==> src/shared/hts_map.svh <==
// Named constants for the single-wire humidity and temperature sensor host.
// Assumes it is included by its bare name from the package and the checker.
`ifndef HTS_MAP_SVH
`define HTS_MAP_SVH

// ----------------------------------------------------------------------------
// Clock and timing
// ----------------------------------------------------------------------------
`define HTS_CLK_MHZ 40
`define HTS_POWERUP_US 1000000
`define HTS_INTERVAL_US 1000000
`define HTS_START_LOW_US 18000
`define HTS_EDGE_TO_US 100
`define HTS_BIT_THRESH_US 48

// ----------------------------------------------------------------------------
// Frame layout
// ----------------------------------------------------------------------------
`define HTS_FRAME_BITS 40
`define HTS_FIELD_BITS 8
`define HTS_DATA_BITS 32
`define HTS_NBIT_W 6
`define HTS_TMR_W 32
`define HTS_LANE3 24
`define HTS_LANE2 16
`define HTS_LANE1 8
`define HTS_LANE0 0

// ----------------------------------------------------------------------------
// Result codes
// ----------------------------------------------------------------------------
`define HTS_ERR_W 2
`define HTS_ERR_NONE 2'h0
`define HTS_ERR_NORESP 2'h1
`define HTS_ERR_TIMEOUT 2'h2
`define HTS_ERR_CKSUM 2'h3

`endif

==> src/shared/hts_pkg.sv <==
// Types for the single-wire humidity and temperature sensor host.
// Assumes hts_map.svh is on the include path.
`default_nettype none
`include "hts_map.svh"

package hts_pkg;

  // --------------------------------------------------------------------------
  // Host sequencer states
  // --------------------------------------------------------------------------
  typedef enum logic [3:0] {
    HTS_IDLE      = 4'h0,
    HTS_START_LOW = 4'h1,
    HTS_WAIT_REL  = 4'h2,
    HTS_WAIT_RESP = 4'h3,
    HTS_RESP_LOW  = 4'h4,
    HTS_RESP_HIGH = 4'h5,
    HTS_BIT_LOW   = 4'h6,
    HTS_BIT_HIGH  = 4'h7,
    HTS_TAIL      = 4'h8,
    HTS_DONE      = 4'h9
  } hts_state_t;

  // --------------------------------------------------------------------------
  // Host state record
  // --------------------------------------------------------------------------
  typedef struct packed {
    hts_state_t st;
    logic [`HTS_TMR_W-1:0] tmr;
    logic [`HTS_TMR_W-1:0] gap;
    logic [`HTS_FRAME_BITS-1:0] sh;
    logic [`HTS_NBIT_W-1:0] nbit;
    logic [`HTS_ERR_W-1:0] err;
    logic s1;
    logic s2;
  } hts_host_st_t;

endpackage

`default_nettype wire

==> src/rtl/hts_host.sv <==
// Host controller that reads the single-wire humidity and temperature sensor.
// Assumes an external pull-up on the data wire and a 40 MHz system clock.
`timescale 1ns/1ps
`default_nettype none

// Functional notes
// - No start request is sent during the first second after reset.
// - The wire idles high through the pull-up whenever nobody drives it.
// - A start holds the wire low for at least 18 ms, then releases it and awaits a reply.
// - The sum field must equal the low byte of the four data fields added, else it fails.
// - A wire that stays high when the reply is due is reported as a missing sensor.
// - Successive readings start at least one second apart.
module hts_host import hts_pkg::*; #(
  parameter int unsigned POWERUP_CYC = `HTS_POWERUP_US * `HTS_CLK_MHZ,
  parameter int unsigned INTERVAL_CYC = `HTS_INTERVAL_US * `HTS_CLK_MHZ,
  parameter int unsigned START_CYC = `HTS_START_LOW_US * `HTS_CLK_MHZ,
  parameter int unsigned BUF_DEPTH = 2
) (
  input wire logic clk_i,
  input wire logic rstn_i,
  input wire logic start_i,
  output logic start_ready_o,
  output logic busy_o,
  input wire logic line_i,
  output logic line_o,
  output logic line_oe_o,
  output logic rd_valid_o,
  input wire logic rd_ready_i,
  output logic [`HTS_FIELD_BITS-1:0] rd_hum_int_o,
  output logic [`HTS_FIELD_BITS-1:0] rd_hum_dec_o,
  output logic [`HTS_FIELD_BITS-1:0] rd_tmp_int_o,
  output logic [`HTS_FIELD_BITS-1:0] rd_tmp_dec_o,
  output logic [`HTS_ERR_W-1:0] rd_err_o
);

  // --------------------------------------------------------------------------
  // Timing counts
  // --------------------------------------------------------------------------
  localparam int unsigned EDGE_TO_CYC = `HTS_EDGE_TO_US * `HTS_CLK_MHZ;
  localparam int unsigned THRESH_CYC = `HTS_BIT_THRESH_US * `HTS_CLK_MHZ;
  localparam int unsigned RES_W = `HTS_DATA_BITS + `HTS_ERR_W;
  localparam logic [`HTS_TMR_W-1:0] TO_LIM = `HTS_TMR_W'(EDGE_TO_CYC - 1);
  localparam logic [`HTS_TMR_W-1:0] START_LIM = `HTS_TMR_W'(START_CYC - 1);
  localparam logic [`HTS_TMR_W-1:0] THRESH = `HTS_TMR_W'(THRESH_CYC);
  localparam logic [`HTS_TMR_W-1:0] POWERUP = `HTS_TMR_W'(POWERUP_CYC);
  localparam logic [`HTS_TMR_W-1:0] INTERVAL = `HTS_TMR_W'(INTERVAL_CYC);
  localparam logic [`HTS_NBIT_W-1:0] LAST_BIT = `HTS_NBIT_W'(`HTS_FRAME_BITS - 1);

  // --------------------------------------------------------------------------
  // State and helpers
  // --------------------------------------------------------------------------
  hts_host_st_t q;
  hts_host_st_t d;
  logic timeout;
  logic push_valid;
  logic push_ready;
  logic [RES_W-1:0] push_data;
  logic [RES_W-1:0] pop_data;
  logic [`HTS_FIELD_BITS-1:0] sum;
  logic [`HTS_DATA_BITS-1:0] frame_data;

  assign timeout = (q.tmr >= TO_LIM);
  assign frame_data = q.sh[`HTS_FIELD_BITS +: `HTS_DATA_BITS];
  assign sum = frame_data[`HTS_LANE3 +: `HTS_FIELD_BITS]
    + frame_data[`HTS_LANE2 +: `HTS_FIELD_BITS]
    + frame_data[`HTS_LANE1 +: `HTS_FIELD_BITS]
    + frame_data[`HTS_LANE0 +: `HTS_FIELD_BITS];

  // --------------------------------------------------------------------------
  // Pin and handshake outputs
  // --------------------------------------------------------------------------
  assign line_o = 1'b0;
  assign line_oe_o = (q.st == HTS_START_LOW);
  assign busy_o = (q.st != HTS_IDLE);
  assign start_ready_o = (q.st == HTS_IDLE) && (q.gap == '0) && push_ready;
  assign push_valid = (q.st == HTS_DONE);
  assign push_data = (q.err == `HTS_ERR_NONE) ? {q.err, frame_data}
    : {q.err, `HTS_DATA_BITS'(0)};

  // --------------------------------------------------------------------------
  // Sequencer
  // --------------------------------------------------------------------------
  always_comb begin
    d = q;
    d.s1 = line_i;
    d.s2 = q.s1;
    d.tmr = `HTS_TMR_W'(q.tmr + 1'b1);
    if (q.gap != '0) begin
      d.gap = `HTS_TMR_W'(q.gap - 1'b1);
    end
    unique case (q.st)
      HTS_IDLE: begin
        if (start_i && start_ready_o) begin
          d.st = HTS_START_LOW;
          d.tmr = '0;
          d.gap = INTERVAL;
          d.nbit = '0;
          d.sh = '0;
          d.err = `HTS_ERR_NONE;
        end
      end
      HTS_START_LOW: begin
        if (q.tmr >= START_LIM) begin
          d.st = HTS_WAIT_REL;
          d.tmr = '0;
        end
      end
      HTS_WAIT_REL: begin
        if (q.s2) begin
          d.st = HTS_WAIT_RESP;
          d.tmr = '0;
        end else if (timeout) begin
          d.st = HTS_DONE;
          d.err = `HTS_ERR_TIMEOUT;
        end
      end
      HTS_WAIT_RESP: begin
        if (!q.s2) begin
          d.st = HTS_RESP_LOW;
          d.tmr = '0;
        end else if (timeout) begin
          d.st = HTS_DONE;
          d.err = `HTS_ERR_NORESP;
        end
      end
      HTS_RESP_LOW: begin
        if (q.s2) begin
          d.st = HTS_RESP_HIGH;
          d.tmr = '0;
        end else if (timeout) begin
          d.st = HTS_DONE;
          d.err = `HTS_ERR_TIMEOUT;
        end
      end
      HTS_RESP_HIGH: begin
        if (!q.s2) begin
          d.st = HTS_BIT_LOW;
          d.tmr = '0;
        end else if (timeout) begin
          d.st = HTS_DONE;
          d.err = `HTS_ERR_TIMEOUT;
        end
      end
      HTS_BIT_LOW: begin
        if (q.s2) begin
          d.st = HTS_BIT_HIGH;
          d.tmr = '0;
        end else if (timeout) begin
          d.st = HTS_DONE;
          d.err = `HTS_ERR_TIMEOUT;
        end
      end
      HTS_BIT_HIGH: begin
        if (!q.s2) begin
          d.sh = {q.sh[`HTS_FRAME_BITS-2:0], (q.tmr >= THRESH)};
          d.nbit = `HTS_NBIT_W'(q.nbit + 1'b1);
          d.tmr = '0;
          d.st = (q.nbit == LAST_BIT) ? HTS_TAIL : HTS_BIT_LOW;
        end else if (timeout) begin
          d.st = HTS_DONE;
          d.err = `HTS_ERR_TIMEOUT;
        end
      end
      HTS_TAIL: begin
        if (q.s2) begin
          d.st = HTS_DONE;
          if (sum != q.sh[`HTS_LANE0 +: `HTS_FIELD_BITS]) begin
            d.err = `HTS_ERR_CKSUM;
          end
        end else if (timeout) begin
          d.st = HTS_DONE;
          d.err = `HTS_ERR_TIMEOUT;
        end
      end
      HTS_DONE: begin
        if (push_ready) begin
          d.st = HTS_IDLE;
        end
      end
    endcase
  end

  always_ff @(posedge clk_i) begin
    if (!rstn_i) begin
      q.st <= HTS_IDLE;
      q.tmr <= '0;
      q.gap <= POWERUP;
      q.sh <= '0;
      q.nbit <= '0;
      q.err <= `HTS_ERR_NONE;
      q.s1 <= 1'b1;
      q.s2 <= 1'b1;
    end else begin
      q <= d;
    end
  end

  // --------------------------------------------------------------------------
  // Result buffer
  // --------------------------------------------------------------------------
  hts_buf #(
    .W(RES_W),
    .DEPTH(BUF_DEPTH)
  ) u_buf (
    .clk_i(clk_i),
    .rstn_i(rstn_i),
    .in_valid_i(push_valid),
    .in_ready_o(push_ready),
    .in_data_i(push_data),
    .out_valid_o(rd_valid_o),
    .out_ready_i(rd_ready_i),
    .out_data_o(pop_data)
  );

  // Fields leave in frame order, first field in the top byte.
  assign rd_err_o = pop_data[RES_W-1:`HTS_DATA_BITS];
  assign rd_hum_int_o = pop_data[`HTS_LANE3 +: `HTS_FIELD_BITS];
  assign rd_hum_dec_o = pop_data[`HTS_LANE2 +: `HTS_FIELD_BITS];
  assign rd_tmp_int_o = pop_data[`HTS_LANE1 +: `HTS_FIELD_BITS];
  assign rd_tmp_dec_o = pop_data[`HTS_LANE0 +: `HTS_FIELD_BITS];

endmodule

`default_nettype wire

==> src/rtl/hts_buf.sv <==
// Small result buffer with valid and ready on both sides.
// Assumes one clock and a synchronous active-low reset.
`timescale 1ns/1ps
`default_nettype none

module hts_buf #(
  parameter int unsigned W = 34,
  parameter int unsigned DEPTH = 2
) (
  input wire logic clk_i,
  input wire logic rstn_i,
  input wire logic in_valid_i,
  output logic in_ready_o,
  input wire logic [W-1:0] in_data_i,
  output logic out_valid_o,
  input wire logic out_ready_i,
  output logic [W-1:0] out_data_o
);

  localparam int unsigned AW = (DEPTH > 2) ? $clog2(DEPTH) : 1;
  localparam logic [AW-1:0] LAST = AW'(DEPTH - 1);
  localparam logic [AW:0] FULL = (AW + 1)'(DEPTH);

  typedef struct packed {
    logic [DEPTH-1:0][W-1:0] mem;
    logic [AW-1:0] wp;
    logic [AW-1:0] rp;
    logic [AW:0] cnt;
  } hts_buf_st_t;

  hts_buf_st_t q;
  hts_buf_st_t d;
  logic push;
  logic pop;

  // --------------------------------------------------------------------------
  // Handshakes
  // --------------------------------------------------------------------------
  assign in_ready_o = (q.cnt != FULL);
  assign out_valid_o = (q.cnt != '0);
  assign out_data_o = q.mem[q.rp];
  assign push = in_valid_i && in_ready_o;
  assign pop = out_valid_o && out_ready_i;

  // --------------------------------------------------------------------------
  // Next state
  // --------------------------------------------------------------------------
  always_comb begin
    d = q;
    if (push) begin
      d.mem[q.wp] = in_data_i;
      d.wp = (q.wp == LAST) ? '0 : AW'(q.wp + 1'b1);
    end
    if (pop) begin
      d.rp = (q.rp == LAST) ? '0 : AW'(q.rp + 1'b1);
    end
    if (push && !pop) begin
      d.cnt = (AW + 1)'(q.cnt + 1'b1);
    end else if (pop && !push) begin
      d.cnt = (AW + 1)'(q.cnt - 1'b1);
    end
  end

  always_ff @(posedge clk_i) begin
    if (!rstn_i) begin
      q <= '0;
    end else begin
      q <= d;
    end
  end

endmodule

`default_nettype wire

==> config.mk <==
export PLATFORM = sky130hd
export DESIGN_NAME = hts_host
export DESIGN_NICKNAME = d
export VERILOG_FILES = /design/src/shared/hts_pkg.sv /design/src/rtl/hts_host.sv /design/src/rtl/hts_buf.sv
export VERILOG_INCLUDE_DIRS = /design/src /design/src/shared
export SDC_FILE = /design/constraint.sdc
export NUM_CORES = 1
export LEC_CHECK = 0
export BUFFER_PORTS_ARGS = -buffer_cell sky130_fd_sc_hd__buf_2
export CAP_MARGIN = 20
export CORE_MARGIN = 2
export CORE_UTILIZATION = 60
export CTS_BUF_LIST = sky130_fd_sc_hd__clkbuf_2 sky130_fd_sc_hd__clkbuf_4 sky130_fd_sc_hd__clkbuf_8
export DETAILED_ROUTE_END_ITERATION = 12
export HOLD_SLACK_MARGIN = 0.08
export PLACE_DENSITY = 0.87
export SYNTH_ARGS = -nofsm -noshare
export SYNTH_HDL_FRONTEND = slang
export SYNTH_SLANG_ARGS = --single-unit
==> constraint.sdc <==
create_clock -name clk_i -period 3.55 [get_ports clk_i]
set_input_delay 0.71 -clock clk_i [delete_from_list [all_inputs] [get_ports clk_i]]
set_output_delay 0.71 -clock clk_i [all_outputs]
set_load 0.01 [all_outputs]
==> impl_metrics.toml <==
[timing]
worstMarginPinSlew_ns = 0.976
setup_tns_ns = 0
relSlewSlack_pct = 34.8
finalSetupViolCount = 0
final_hold_viol_count = 0
maxClockFrequency_mhz = 298
rsz0062_at_grt = "false"
whs_ns = 0.412
fin_worst_skew_ns = 0.0180
finalCritPeriodShare_pct = 94.4
slew_violations = 0
period_minus_slack_ns = 3.35

[place]
place_hpwl_um = 12100
io_buffers = 42
gp_congestion = 0.889

[critical_path]
cp.arrival_ns = 3.73
r2r_cells = 14
r2r_end = "q[2]"
r2r_start = "frame_data[1]"
reg2reg_slack_ns = 0.20
path_max_fanout = 5
worstSetupEndpointType = "register"
critPathRequiredTime_ns = 3.93
cp-start-kind = "register"
critical_path_class = "register to register"

[clocking]
clk_pin_slew_ns = 0.11
postCtsSetupBuffers = 0
cts_buffer_depth = 2
cts_resized = 0
htree_num_levels = 4
cts_tree = "done"
hold_buffers = 0
cts.sink_count = 190
cts-root-buf = "clkbuf_8"
worstSkewPairLatency_ns = 0.48
cts-buffers-inserted = 17

[worst_hold_path]
min_to = "d[0]"
min_path_type = "input port to register"
min-delay-start = "line_i"
min_path_cells = 2

[route]
drcViolationCount = 0
drt_iter0_drc = 642
vias_per_cell = 5.81
wl_per_cell_um = 14.6
drt-pass1-iter-count = 6
final_antenna_net_count = 0
wl_um = 18600
via_count = 7388

[logic_synthesis]
yosys_warnings = 0
yosysSeqAreaShare_pct = 43.0
netlist_area_um2 = 8850
yosys_register_bits = 190
syn_area_per_cell_um2 = 8.32
synth_nets = 1095
synth_cell_type_count = 61
synth_edf_count = 0
syn_inst = 1063
async_reset_ff_share_pct = 0
ys.flop_type = "dfxtp_1"

[run]
drv_cap = 0

[floorplan]
die_w_um = 125
die_area_um2 = 15700
rows = 44
core_um2 = 14500
io_pins = 44
initial_core_util_pct = 61.1
fp.dieH_um = 125

[layout]
final_cell_mix = "199 x nand2_1, 190 x dfxtp_1, 126 x a21oi_1"
diodes = 0
nNetsFinal = 1107
drive_gt1_share_pct = 12.6
syn2layout_area_growth_pct = 8.16
mostFrequentLayoutCell = "nand2_1"

[global_routing]
grt_max_degree = 65
antenna_found_initial = 0
grt_usage_pct = 24.4
grt_pass1_vias = 6864
grt_pass1_wl_um = 32000
overflow = 0

[status]
status = "finished, final reports clean"

[power]
total_power_w = 0.00381
peakVddDrop_mv = 0.242
leakagePower_nw = 3.50
power.density_nw_per_um2 = 399
-- area by class of cell --
cell class | count | area (um2)
multi-input combinational | 789 | 4730
fill | 1140 | 4910
clock inverter | 14 | 139
sequential | 190 | 3800
tap | 184 | 230
timing repair buffer | 54 | 338
clock buffer | 18 | 241
inverter | 23 | 86.3
-- Yosys cell counts, types with 2 or more instances --
library cell | instances | area share, %
nand2_1 | 199 | 8.4
dfxtp_1 | 190 | 43
a21oi_1 | 126 | 7.1
nor2_1 | 97 | 4.1
nand3_1 | 83 | 4.7
clkbuf_1 | 45 | 1.9
xnor2_1 | 45 | 4.5
xor2_1 | 38 | 3.8
mux2_2 | 35 | 4.5
inv_1 | 21 | 0.89
nor3_1 | 20 | 1.1
fa_1 | 14 | 3.2
nor4_1 | 14 | 0.99
ha_1 | 13 | 1.8
buf_2 | 12 | 0.68
o21ai_0 | 12 | 0.68
nand4_1 | 11 | 0.78
and3_1 | 10 | 0.71
nand2b_1 | 10 | 0.71
or4_1 | 6 | 0.51
a211oi_1 | 4 | 0.34
and4_1 | 4 | 0.40
nor2b_1 | 4 | 0.28
a21o_1 | 3 | 0.25
buf_1 | 3 | 0.13
or2_2 | 3 | 0.21
or3_1 | 3 | 0.21
a311oi_1 | 2 | 0.20
clkinv_1 | 2 | 0.085
nor4_4 | 2 | 0.48
o211ai_1 | 2 | 0.17
-- metrics by stage --
| step | setup WS [ns] | utilization, % | cell area, um2 | instances |
|---|---|---|---|---|
| final | 0.197 | 66.1 | 9570 | 1272 |
| after global routing | 0.0363 | 66.1 | 9570 | 1272 |
| after CTS | 0.204 | 66.1 | 9570 | 1272 |
| after detailed placement | 0.238 | 63.5 | 9190 | 1240 |
| after global placement | 0.314 | 63.5 | 9190 | 1240 |
| after floorplan | 0.435 | - | 8850 | 1063 |
-- logic make-up after synthesis --
logic type      Yosys count  share of synthesized area (%)
simple gates            477                           24.7
compound gates          166                           10.8
flops                   190                           43.0
mux                      35                           4.45
buf+inv                  84                           3.78
other cells               1                         0.0424
xor+xnor                 83                           8.22
fa+ha+maj                27                           5.01
-- critical path, cell delays in order (launching register included) --
cell and delay, ns:
dfxtp_1 0.38, fa_1 0.55, inv_1 0.05, fa_1 0.45
inv_1 0.07, ha_1 0.16, inv_1 0.05, fa_1 0.39
nand2b_1 0.16, a21oi_1 0.20, a31oi_1 0.13, xnor2_1 0.15
a41oi_2 0.21, a21oi_1 0.10, a31o_1 0.19
-- power by group --
group,switching [W],leakage (nW),internal (W)
Sequential,0.0000438,1.53,0.00217
Clock,0.000856,0.201,0.000537
Combinational,0.000124,1.77,0.0000873
Total,0.00102,3.50,0.00279
-- metal layers --
layer	track usage (%)	share of wire [%]
met3	4.92	6.7
met4	7.12	1.5
met5	0	0
met1	31.8	44
met2	41.1	48
-- worst max-delay path by stage --
stage	from	to	slack, ns	depth (start not counted)
finish	frame_data[1]	q[2]	0.20	14
floorplan	frame_data[1]	q[2]	0.44	14
global route	frame_data[1]	q[2]	0.04	14
CTS	frame_data[1]	q[2]	0.20	14
detailed placement	frame_data[1]	q[2]	0.24	14
global placement	frame_data[1]	q[2]	0.31	14
-- state kept, by name (all words and copies together), names as in the netlist --
name / flops
d: 1
frame_data: 32
q: 85
u_buf.q: 72
(Power assumes the default switching activity.)
